**config.mk**
```make
export PLATFORM = sky130hd
export DESIGN_NAME = cmf_fifo_ctrl
export DESIGN_NICKNAME = d
export VERILOG_FILES = /design/src/hdl/cmf_pkg.sv /design/src/hdl/cmf_fifo_ctrl.sv
export SDC_FILE = /design/constraint.sdc
export NUM_CORES = 1
export LEC_CHECK = 0
export BUFFER_PORTS_ARGS = -buffer_cell sky130_fd_sc_hd__buf_4
export CAP_MARGIN = 10
export CORE_MARGIN = 2
export CORE_UTILIZATION = 55
export DETAILED_ROUTE_END_ITERATION = 8
export GPL_ROUTABILITY_DRIVEN = 0
export PLACE_DENSITY = 0.77
export RECOVER_POWER = 50
export SYNTH_ARGS = -nofsm -noshare
export SYNTH_HDL_FRONTEND = slang
export SYNTH_SLANG_ARGS = --single-unit
```
**constraint.sdc**
```tcl
create_clock -name clk -period 10.15 [get_ports clk]
set_clock_uncertainty 0.2 [all_clocks]
set_input_delay 2.03 -clock clk [delete_from_list [all_inputs] [get_ports clk]]
set_output_delay 2.03 -clock clk [all_outputs]
set_load 0.05 [all_outputs]
```
**src/hdl/cmf_pkg.sv**
```systemverilog
// Constants, register layout and decoders shared by the message queue control.
package cmf_pkg;
    localparam int NumFifo = 7;
    // Byte address of a queue register is queue index * 16 + register offset.
    localparam logic [1:0] CfgHighSel = 2'h0;
    localparam logic [1:0] CtrlLowSel = 2'h1;
    localparam logic [1:0] StatusSel = 2'h2;
    localparam logic [7:0] ModeRegAddr = 8'h70;
    localparam logic [15:0] CfgHighRst = 16'h0060;
    localparam logic [7:0] CtrlLowRst = 8'h00;
    localparam logic [2:0] ModeRst = 3'h4;
    localparam logic [2:0] ConfigMode = 3'h4;
    // Queue configuration high fields.
    localparam int PayLo = 13;
    localparam int DepthLo = 8;
    localparam int RetryLo = 5;
    localparam int PrioLo = 0;
    localparam logic [7:0] CfgLowMask = 8'h7f;
    // Queue control low fields.
    localparam int FlushBit = 10;
    localparam int ReqBit = 9;
    localparam int AdvBit = 8;
    localparam int DirBit = 7;
    localparam int RtrBit = 6;
    localparam int TsBit = 5;
    // Queue status fields.
    localparam int ExhBit = 4;
    localparam int OvfBit = 3;
    // Mode register field and retry attempt limits.
    localparam int RetryEnBit = 3;
    localparam logic [1:0] NoRetryTries = 2'h1;
    localparam logic [1:0] ThreeTries = 2'h3;

    function automatic logic [6:0] decodePayload(input logic [2:0] s);
        case (s)
            3'h0: return 7'h08;
            3'h1: return 7'h0c;
            3'h2: return 7'h10;
            3'h3: return 7'h14;
            3'h4: return 7'h18;
            3'h5: return 7'h20;
            3'h6: return 7'h30;
            default: return 7'h40;
        endcase
    endfunction

    function automatic logic [15:0] merge16(input logic [15:0] old,
                                            input logic [15:0] nw,
                                            input logic [1:0] strb);
        return {strb[1] ? nw[15:8] : old[15:8], strb[0] ? nw[7:0] : old[7:0]};
    endfunction
endpackage

```
**src/hdl/cmf_fifo_ctrl.sv**
```systemverilog
// Control and status for seven CAN message queues behind an APB slave.
`timescale 1ns/1ps
`default_nettype none
module cmf_fifo_ctrl (
    input wire logic clk,
    input wire logic rst_n,
    input wire logic psel,
    input wire logic penable,
    input wire logic pwrite,
    input wire logic [7:0] paddr,
    input wire logic [31:0] pwdata,
    input wire logic [3:0] pstrb,
    output logic [31:0] prdata,
    output logic pready,
    output logic pslverr,
    input wire logic [6:0] engTxDone,
    input wire logic [6:0] engTxAbort,
    input wire logic [6:0] engTxFail,
    input wire logic [6:0] engLostArb,
    input wire logic [6:0] engBusErr,
    input wire logic [6:0] engRxStore,
    input wire logic [6:0] engRtrRx,
    output logic [6:0] sendPending,
    output logic [6:0] abortReq,
    output logic [6:0] timestampEn,
    output logic [48:0] payloadBytes,
    output logic [34:0] slotIndex,
    output logic [2:0] nextFifo,
    output logic nextValid,
    output logic fifoIrq
);
    localparam int N = cmf_pkg::NumFifo;

    wire access = psel & penable;
    wire setup = psel & ~penable;
    wire [2:0] selIdx = paddr[6:4];
    wire [1:0] selReg = paddr[3:2];
    wire modeHit = paddr == cmf_pkg::ModeRegAddr;
    wire fifoHit = ~paddr[7] && selIdx != 3'h7 && selReg != 2'h3
                   && paddr[1:0] == 2'h0;
    wire [15:0] wd = pwdata[15:0];
    wire wrMode = access & pwrite & modeHit & pstrb[0];

    logic [2:0] opMode;
    logic retryEn;
    logic [15:0] cfg [N];
    logic [7:0] ctl [N];
    logic [15:0] ctlRd [N];
    logic [15:0] staRd [N];
    logic [6:0] flushQ, sreq, abt, larb, err, exh, ovf;
    logic [6:0] pendC, irqVec;
    logic [4:0] head [N];
    logic [4:0] tail [N];
    logic [5:0] cnt [N];
    logic [1:0] tries [N];
    logic [2:0] bestIdx;
    logic [4:0] bestPri;
    logic bestV;
    logic [6:0] outranks;

    assign pready = 1'b1;
    assign pslverr = access & ~(modeHit | fifoHit);

    wire [15:0] rdVal = modeHit ? {12'h000, retryEn, opMode}
                      : !fifoHit ? 16'h0000
                      : selReg == cmf_pkg::CfgHighSel ? cfg[selIdx]
                      : selReg == cmf_pkg::CtrlLowSel ? ctlRd[selIdx]
                      : staRd[selIdx];

    // Read data is captured in the setup cycle so the slave needs no wait.
    always_ff @(posedge clk) begin
        if (!rst_n) begin
            prdata <= 32'h00000000;
        end else if (setup) begin
            prdata <= {16'h0000, rdVal};
        end
    end

    always_ff @(posedge clk) begin
        if (!rst_n) begin
            opMode <= cmf_pkg::ModeRst;
            retryEn <= 1'b0;
        end else if (wrMode) begin
            opMode <= wd[2:0];
            retryEn <= wd[cmf_pkg::RetryEnBit];
        end
    end

    genvar i;
    generate
        for (i = 0; i < N; i++) begin : g_q
            wire hitQ = access & fifoHit & selIdx == 3'(i);
            wire wCfg = hitQ & pwrite & selReg == cmf_pkg::CfgHighSel;
            wire wCtl = hitQ & pwrite & selReg == cmf_pkg::CtrlLowSel;
            wire wSta = hitQ & pwrite & selReg == cmf_pkg::StatusSel
                        & pstrb[0];
            wire rSta = hitQ & ~pwrite & selReg == cmf_pkg::StatusSel;
            wire dir = ctl[i][cmf_pkg::DirBit];
            wire [4:0] last = cfg[i][cmf_pkg::DepthLo +: 5];
            wire [5:0] depth = {1'b0, last} + 6'h01;
            wire full = cnt[i] == depth;
            wire empty = cnt[i] == 6'h00;
            wire hiWr = wCtl & pstrb[1];
            wire swAdv = hiWr & wd[cmf_pkg::AdvBit];
            wire reqSet = hiWr & wd[cmf_pkg::ReqBit] & ~sreq[i] & dir;
            wire abortWr = hiWr & ~wd[cmf_pkg::ReqBit] & sreq[i] & dir;
            wire rtrSet = engRtrRx[i] & ctl[i][cmf_pkg::RtrBit];
            wire txDone = dir & engTxDone[i] & ~empty;
            wire rxStore = ~dir & engRxStore[i] & ~full;
            wire rxOver = ~dir & engRxStore[i] & full;
            // Transmit: software fills the head, the engine drains the tail.
            wire push = dir ? (swAdv & ~full) : rxStore;
            wire pop = dir ? txDone : (swAdv & ~empty);
            wire lastDone = txDone & cnt[i] == 6'h01 & ~push;
            wire [1:0] rsel = cfg[i][cmf_pkg::RetryLo +: 2];
            wire limited = retryEn & ~rsel[1];
            wire [1:0] maxTries = rsel[0] ? cmf_pkg::ThreeTries
                                          : cmf_pkg::NoRetryTries;
            wire fail = dir & sreq[i] & engTxFail[i];
            wire exhaust = fail & limited
                           & ({1'b0, tries[i]} + 3'h1 >= {1'b0, maxTries});
            wire evDone = dir & (engTxDone[i] | engTxAbort[i]);
            wire [4:0] slot = dir ? tail[i] : head[i];
            wire [6:0] lvl = {cnt[i], 1'b0};
            wire [2:0] fill = dir ? {empty, lvl <= {1'b0, depth}, ~full}
                                  : {full, lvl >= {1'b0, depth}, ~empty};
            wire [15:0] cfgNew = cmf_pkg::merge16(cfg[i], wd, pstrb[1:0]);
            wire cfgOpen = opMode == cmf_pkg::ConfigMode;

            assign ctlRd[i] = {5'h00, flushQ[i], sreq[i], 1'b0, ctl[i]};
            assign staRd[i] = {3'h0, slot, abt[i], larb[i], err[i],
                               exh[i] & dir, ovf[i] & ~dir, fill};
            assign pendC[i] = sreq[i] & dir & ~empty;
            assign outranks[i] = pendC[i]
                                 & (cfg[i][cmf_pkg::PrioLo +: 5] > bestPri);
            assign irqVec[i] = |({exh[i] & dir, ovf[i] & ~dir, fill}
                                 & ctl[i][4:0]);

            always_ff @(posedge clk) begin
                if (!rst_n) begin
                    cfg[i] <= cmf_pkg::CfgHighRst;
                end else if (wCfg) begin
                    cfg[i] <= {cfgOpen ? cfgNew[15:8] : cfg[i][15:8],
                               cfgNew[7:0] & cmf_pkg::CfgLowMask};
                end
            end

            always_ff @(posedge clk) begin
                if (!rst_n) begin
                    ctl[i] <= cmf_pkg::CtrlLowRst;
                end else if (wCtl & pstrb[0]) begin
                    ctl[i] <= wd[7:0];
                end
            end

            // Flush takes one cycle; the bit reads set until it is done.
            always_ff @(posedge clk) begin
                if (!rst_n) begin
                    flushQ[i] <= 1'b1;
                    head[i] <= 5'h00;
                    tail[i] <= 5'h00;
                    cnt[i] <= 6'h00;
                end else if (flushQ[i]) begin
                    flushQ[i] <= 1'b0;
                    head[i] <= 5'h00;
                    tail[i] <= 5'h00;
                    cnt[i] <= 6'h00;
                end else begin
                    flushQ[i] <= hiWr & wd[cmf_pkg::FlushBit];
                    if (push) begin
                        head[i] <= head[i] >= last ? 5'h00 : head[i] + 5'h01;
                    end
                    if (pop) begin
                        tail[i] <= tail[i] >= last ? 5'h00 : tail[i] + 5'h01;
                    end
                    cnt[i] <= cnt[i] + 6'(push) - 6'(pop);
                end
            end

            always_ff @(posedge clk) begin
                if (!rst_n || flushQ[i]) begin
                    sreq[i] <= 1'b0;
                    tries[i] <= 2'h0;
                end else begin
                    if (reqSet | rtrSet) begin
                        sreq[i] <= 1'b1;
                    end else if (abortWr | lastDone | exhaust) begin
                        sreq[i] <= 1'b0;
                    end
                    if (reqSet | txDone) begin
                        tries[i] <= 2'h0;
                    end else if (fail & ~exhaust) begin
                        tries[i] <= tries[i] + 2'h1;
                    end
                end
            end

            always_ff @(posedge clk) begin
                if (!rst_n) begin
                    abortReq[i] <= 1'b0;
                end else begin
                    abortReq[i] <= abortWr | exhaust;
                end
            end

            // Hardware events win over a read or write clear in the same cycle; a flush wins over both.
            always_ff @(posedge clk) begin
                if (!rst_n || flushQ[i]) begin
                    abt[i] <= 1'b0;
                    larb[i] <= 1'b0;
                    err[i] <= 1'b0;
                    exh[i] <= 1'b0;
                    ovf[i] <= 1'b0;
                end else begin
                    if (evDone) begin
                        larb[i] <= engLostArb[i];
                        err[i] <= engBusErr[i];
                    end
                    if ((dir & engTxAbort[i]) | exhaust) begin
                        abt[i] <= 1'b1;
                    end else if (rSta | reqSet | txDone) begin
                        abt[i] <= 1'b0;
                    end
                    if (exhaust) begin
                        exh[i] <= 1'b1;
                    end else if (wSta & ~wd[cmf_pkg::ExhBit]) begin
                        exh[i] <= 1'b0;
                    end
                    if (rxOver) begin
                        ovf[i] <= 1'b1;
                    end else if (wSta & ~wd[cmf_pkg::OvfBit]) begin
                        ovf[i] <= 1'b0;
                    end
                end
            end

            always_ff @(posedge clk) begin
                if (!rst_n) begin
                    payloadBytes[i*7 +: 7] <= 7'h08;
                    slotIndex[i*5 +: 5] <= 5'h00;
                    timestampEn[i] <= 1'b0;
                    sendPending[i] <= 1'b0;
                end else begin
                    payloadBytes[i*7 +: 7] <= cmf_pkg::decodePayload(
                        cfg[i][cmf_pkg::PayLo +: 3]);
                    slotIndex[i*5 +: 5] <= slot;
                    timestampEn[i] <= ctl[i][cmf_pkg::TsBit] & ~dir;
                    sendPending[i] <= pendC[i];
                end
            end

            a_flush_clears: assert property (@(posedge clk)
                disable iff (!rst_n) flushQ[i] |=> !flushQ[i]
                && cnt[i] == 6'h00 && !sreq[i] && !abt[i])
                else $error("flush did not reset queue");
            a_depth_bound: assert property (@(posedge clk)
                disable iff (!rst_n) cnt[i] <= depth && slot <= last)
                else $error("queue level beyond depth");
            a_cfg_locked: assert property (@(posedge clk)
                disable iff (!rst_n) wCfg && !cfgOpen
                |=> cfg[i][15:8] == $past(cfg[i][15:8]))
                else $error("size changed outside configuration");
            a_rx_no_send: assert property (@(posedge clk)
                disable iff (!rst_n) !dir && !rtrSet && !flushQ[i]
                |=> sreq[i] == $past(sreq[i]))
                else $error("receive queue changed send request");
            a_abort_pulse: assert property (@(posedge clk)
                disable iff (!rst_n) abortWr && !flushQ[i]
                |=> abortReq[i] && !sreq[i])
                else $error("abort not raised");
            a_exh_rx_zero: assert property (@(posedge clk)
                disable iff (!rst_n) !dir |-> !staRd[i][4] && staRd[i][3]
                == ovf[i])
                else $error("exhausted flag visible in receive");
            a_abt_read_clr: assert property (@(posedge clk)
                disable iff (!rst_n) rSta && !engTxAbort[i] && !exhaust
                |=> !abt[i])
                else $error("aborted flag survived read");
            a_drain_ends: assert property (@(posedge clk)
                disable iff (!rst_n) lastDone && !reqSet && !rtrSet
                && !flushQ[i] |=> !sreq[i] && cnt[i] == 6'h00)
                else $error("send request not cleared on drain");
            a_payload_max: assert property (@(posedge clk)
                disable iff (!rst_n) cfg[i][15:13] == 3'h7
                |=> payloadBytes[i*7 +: 7] == 7'h40)
                else $error("payload decode wrong");
        end
    endgenerate

    // Ties go to the lowest numbered queue.
    always_comb begin
        bestIdx = 3'h0;
        bestPri = 5'h00;
        bestV = 1'b0;
        for (int k = 0; k < N; k++) begin
            if (pendC[k] && (!bestV
                || cfg[k][cmf_pkg::PrioLo +: 5] > bestPri)) begin
                bestIdx = 3'(k);
                bestPri = cfg[k][cmf_pkg::PrioLo +: 5];
                bestV = 1'b1;
            end
        end
    end

    always_ff @(posedge clk) begin
        if (!rst_n) begin
            nextFifo <= 3'h0;
            nextValid <= 1'b0;
            fifoIrq <= 1'b0;
        end else begin
            nextFifo <= bestIdx;
            nextValid <= bestV;
            fifoIrq <= |irqVec;
        end
    end

    a_irq_follows: assert property (@(posedge clk) disable iff (!rst_n)
        fifoIrq == |$past(irqVec))
        else $error("interrupt does not follow enabled flags");
    a_prio_pick: assert property (@(posedge clk) disable iff (!rst_n)
        bestV |-> pendC[bestIdx] && outranks == 7'h00)
        else $error("picked queue not the highest pending");
endmodule
`default_nettype wire

```
Yosys cells after proc, flatten, opt, wreduce, memory -nomap -nowiden
Memories as Yosys holds them, arrays and structs flattened.
Cells that the tools add are included.
{ "word_totals": {"register_bits": 179, "mem_bits_rw": 287, "input_bits": 98, "output_inout_bits": 144, "mem_count": 6} }
{ "memory_table": {"columns": ["name", "depth", "width", "read_ports", "rd_ports_with_merged_regs", "write_ports", "line", "source"], "rows": [
  ["cfg", 7, 15, 8, 0, 7, "cmf_fifo_ctrl.sv:46", "logic [15:0] cfg [N];"],
  ["ctl", 7, 8, 7, 0, 7, "cmf_fifo_ctrl.sv:47", "logic [7:0] ctl [N];"],
  ["cnt", 7, 6, 7, 0, 7, "cmf_fifo_ctrl.sv:54", "logic [5:0] cnt [N];"],
  ["head", 7, 5, 7, 0, 7, "cmf_fifo_ctrl.sv:52", "logic [4:0] head [N];"],
  ["tail", 7, 5, 7, 0, 7, "cmf_fifo_ctrl.sv:53", "logic [4:0] tail [N];"],
  ["tries", 7, 2, 7, 0, 7, "cmf_fifo_ctrl.sv:55", "logic [1:0] tries [N];"]
]} }
{ "op_classes": {"addsub": 49, "order_cmp": 42, "n_eq_ne": 68, "muxes": 443, "n_bitwise": 500, "reduce_logical": 76} }
{ "op_table": {"columns": ["operator", "n"], "rows": [
  ["case mux 7 bit (7 select lines)", 7],
  ["bitwise AND 1 bit", 301],
  ["2-to-1 mux 1 bit", 289],
  ["2-to-1 mux 5 bit", 55],
  ["2-to-1 mux 8 bit", 21],
  ["bitwise OR 1 bit", 134],
  ["2-to-1 mux 16 bit", 8],
  ["2-to-1 mux 15 bit", 7],
  ["binary-select mux 16 bit (select 3 bit)", 2],
  ["2-to-1 mux 6 bit", 14],
  ["equality test 3 bit, second input constant", 25],
  ["adder 5 x 1 -> 5 bit, second input constant", 14],
  [">= comparator 5 bit", 14],
  ["NOT 1 bit", 57],
  ["nonzero test 2 bit", 28],
  [">= comparator 7 x 6 -> 1 bit", 7],
  ["less-or-equal comparator 7 x 6 -> 1 bit", 7],
  ["2-to-1 mux 7 bit", 7],
  ["equality test 3 x 2 -> 1 bit, second input constant", 16],
  ["adder 5 x 1 -> 6 bit, second input constant", 7],
  ["adder 6 x 1 -> 6 bit", 7],
  ["equality test 6 x 1 -> 1 bit, second input constant", 7],
  ["equality test 6 bit", 7],
  ["logical NOT 6 bit", 7],
  ["other kinds (23)", 130]
]} }

Depth between registers and ports, before layout
An unclocked memory read counts as a cell.
{ "depth": {"depth_word": 29, "mapped_depth": 58} }

Least setup slack after synthesis
Ideal clock, no wire load.
{ "synth_timing": {"path_type": "flip-flop to flip-flop", "from": "memory cnt[0][2]", "to": "register nextFifo[2]", "arrival_time_ps": 9297, "required_ps": 9818, "slack_ps": 520, "stages_incl_launch_ff": 54, "path_buffers": 4, "period_less_slack_ps": 9630, "path_cell_list": "edfxtp_1 inv_1 ha_1 nand4bb_1 buf_2 and2_1 nand2_1 ha_1 a21o_1 a21oi_1 a32oi_1 o211ai_2 mux2_2 ha_1 nor2b_1 o21a_1 o21ai_0 a21o_1 (+18 left out) a21boi_0 o2bb2ai_1 ha_1 o21a_1 o21a_1 o21a_1 o22ai_1 a21boi_1 clkbuf_1 o21a_1 ha_1 nor2b_1 o21a_1 o21ai_0 a21oi_1 o22a_1 o21ai_0 a21oi_1"} }
{ "synth_rtl": {"columns": ["element", "line", "source"], "rows": [
  ["from (decl)", "cmf_fifo_ctrl.sv:54", null],
  ["to (signal assigned)", "cmf_fifo_ctrl.sv:311", "nextFifo <= bestIdx;"],
  ["to (decl)", "cmf_fifo_ctrl.sv:28", "output logic [2:0] nextFifo,"]
]} }

==> results by group <==
Pwr
  • Lkg Pwr: about 13 nW
  • Internal power: between 3 and 4 mW
  • PwrDens: 151 mW/mm2
  • Design Power: roughly 4.7 mW
  • VDD IR max: 0.127 mV
  • Switching power: ~1.4 mW
  • Sequential share of power: about 46%
  • Logic pwr share: between 10% and 20%
  • Clock network power share: 36.9%
  • Switching Share: about 30%

Synth
  • Flops & latches, synth: approximately 450
  • Gate Count Post-Synth: approximately 2800
  • Synthesis Warnings: 0
  • Main synth FF type: edfxtp_1
  • EDFF count, synth: 287
  • Syn Area/Cell: 9.82 um2
  • Synthesized area: approximately 0.028 mm2
  • Synth unique cells: between 80 and 90
  • Asr flop ratio synth: 0%
  • Register area share after synthesis: roughly 43%

STA
  • Fmax: 102 MHz
  • Final hold slack: between 0.2 and 0.3 ns
  • Final Critical Period: ~9.8 ns
  • Final Max Slew Viols: between 150 and 200
  • Setup WS post-layout: 0.324 ns
  • Max_slew headroom: -135%
  • Setup TNS Final: 0 ns
  • Fin. Hold Viols: 0
  • Final period util: between 90% and 100%
  • Slew @ Worst Pin: roughly 3.5 ns
  • # setup viols final: 0

Die
  • Core ar.: between 0.05 and 0.06 mm2
  • Die W: between 200 and 250 um
  • I/O pins: between 200 and 250
  • Starting Density: 55.5%
  • Row count: between 80 and 90
  • Die Ht: 229 um
  • Die ar.: approximately 0.052 mm2

Critical path
  • CP endpoint kind: flop
  • Crit path arrival time: between 10 and 15 ns
  • Critical path class: reg -> reg
  • Stages on worst setup path: 52
  • R2R cell count: 52
  • CP Buf/Inv Count: 4
  • Worst stage delay on the critical path: 0.39 ns
  • Critical path launch point type: flop
  • Top delay family on crit path: compound AO/OA/AOI/OAI gates
  • Largest fanout on the critical path: 11
  • Most frequent CP cell: o21a_1
  • CP required: approximately 10 ns
  • Slowest cell on crit path: edfxtp_1

Drt
  • Final wirelength: about 90000 um
  • Via count: ~23000
  • Iter 0 DRT Violations: about 3400
  • Number of remaining DRC errors: 0
  • Via density: roughly 6.3
  • Post-route antenna net violation count: 0
  • Routed WL per cell: between 20 and 25 um
  • Router iterations before antenna repair: 7

Worst hold path
  • Worst Hold Depth: 2
  • Worst Hold Class: reg -> reg

CTS
  • CTS clk-pin slew, worst paths: 0.06 ns
  • Max H-tree Level: 2
  • CTS root buffer: clkbuf_16
  • Total CTS buffers: between 40 and 50
  • Clock sinks: ~450
  • Clock buffer depth: 3
  • CTS tree: done
  • Hold_buf cts: 0
  • Insertion delay to the later sink of the worst-skew pair: 0.61 ns

Cells and area
  • Area delta synth->final: 12.0%
  • Non-filler cells, final: between 3000 and 4000
  • Multi-input combinational cell area: 0.0147 mm2
  • Fillers: just over 4000
  • FF+latch area: about 0.012 mm2
  • Final Cell Area: between 0.03 and 0.04 mm2
  • Nets: 3375
  • Share of layout cells above drive strength 1: around 8.3%
  • Fin util: approximately 62%

Run status
  • Status: finished with violations
  • Failing checks: max-capacitance violations, max-slew violations

Placed design
  • Number of port buffers: between 150 and 200
  • Area after DPL: 0.0299 mm2
  • DP HPWL: roughly 67000 um
  • Dpl ws: -0.320 ns
  • Placed insts: between 3000 and 4000

Global routing
  • Vias in the first global route: roughly 23000
  • Global route overflow: 0
  • GRT Resource Usage Total: between 30% and 40%
  • Largest net degree at the start of global routing: 72
  • Global-route wire length before repair: 134000 um
  • Antenna violations before repair: 6

Job
  • Max Cap Viol: 4
power groups by stage:
stage | Sequential, mW | Combinational, mW | Clock (mW)
after floorplan | 2.20 | 0.512 | 0
after global placement | 2.17 | 0.765 | 0
after detailed placement | 2.18 | 0.796 | 0
after CTS | 2.14 | 0.803 | 1.73
after global routing | 2.15 | 0.883 | 1.81
final | 2.14 | 0.821 | 1.73
cell type report:
class,count,share of cell area [%]
inverter,191,2.30
sequential,452,38.3
clock inverter,13,0.205
antenna,1,0.00804
multi-input combinational,2103,47.4
timing repair buffer,248,4.45
tap,672,2.70
clock buffer,74,4.67
layer usage:
metal  vias up  share of wire, %  wire [um]  global-route usage, %
li1      10300                 -          -                      -
met1     11100                37      32900                   43.0
met2      1630                44      39100                   51.4
met3       378                12      10900                   8.16
met4         4               6.9       6180                   19.6
met5         -             0.029         26                      0
worst paths after layout:
check / from / end / slack, ns
worst max-delay path: cnt[0][2]$_SDFFCE_PN0P_ / nextFifo[0]$_SDFF_PP0_ / 0.32
worst min-delay path: larb[1]$_SDFFE_PN0P_ / larb[1]$_SDFFE_PN0P_ / 0.30
worst max register to register: cnt[0][2]$_SDFFCE_PN0P_ / nextFifo[0]$_SDFF_PP0_ / 0.32
worst min register to register: larb[1]$_SDFFE_PN0P_ / larb[1]$_SDFFE_PN0P_ / 0.30
cell usage after synthesis (20+ instances only):
master,count,share of area (%)
mux2i_1,109,3.9
and2_1,170,3.8
a21o_1,31,0.84
nand2b_1,34,0.77
nor3b_1,23,0.62
a21oi_1,120,2.2
nor2_1,302,4.1
xor2_1,59,1.9
inv_1,191,2.6
dfxtp_1,165,12
nand3_1,113,2.0
nand4_1,26,0.59
edfxtp_1,287,31
xnor2_1,83,2.6
buf_4,31,0.84
mux4_2,32,2.6
a31oi_1,24,0.54
and3_1,35,0.79
o21ai_0,138,2.5
clkbuf_1,93,1.3
ha_1,219,9.9
o211ai_1,20,0.54
nand2_1,205,2.8
nor2b_1,32,0.72
cells in the final DEF (no fill, tap or decap), types with 113 or more instances in the layout:
cell type  instances
inv_1            191
dfxtp_1          165
o21ai_0          130
edfxtp_1         287
ha_1             217
nor2_1           302
nand3_1          113
a21oi_1          120
clkbuf_1         143
and2_1           129
nand2_1          206
buf_4            116
registers in the layout, summed over array words and instances, names as in the netlist, 3 cells and up:
signal,cells
opMode,3
cfg,105
cnt,42
slotIndex,35
err,7
tail,35
payloadBytes,35
larb,7
exh,7
abt,7
abortReq,7
tries,14
prdata,16
nextFifo,3
sendPending,7
timestampEn,7
ovf,7
ctlRd,14
head,35
ctl,56
worst min-delay path, cell delays in order, from the launching register on:
cell     delay [ns]
dfxtp_1        0.32
mux2i_1        0.07
nor2_1         0.07
logic make-up after synthesis:
group | after synthesis | synth area share, %
xor+xnor | 145 | 4.72
fa+ha+maj | 233 | 10.9
simple gates | 1026 | 18.5
other cells | 2 | 0.0270
compound gates | 476 | 10.9
buf+inv | 346 | 5.20
mux | 150 | 6.99
flops | 452 | 42.9
what timing repair did:
| action | CTS | global route |
|---|---|---|
| pin swaps | 0 | 6 |
| cloned | 0 | 1 |
| gates resized for setup | 4 | 17 |
| endpoints found under the setup margin | 3 | 3 |
| setup buffers | 0 | 13 |
(Power assumes the default switching activity.)
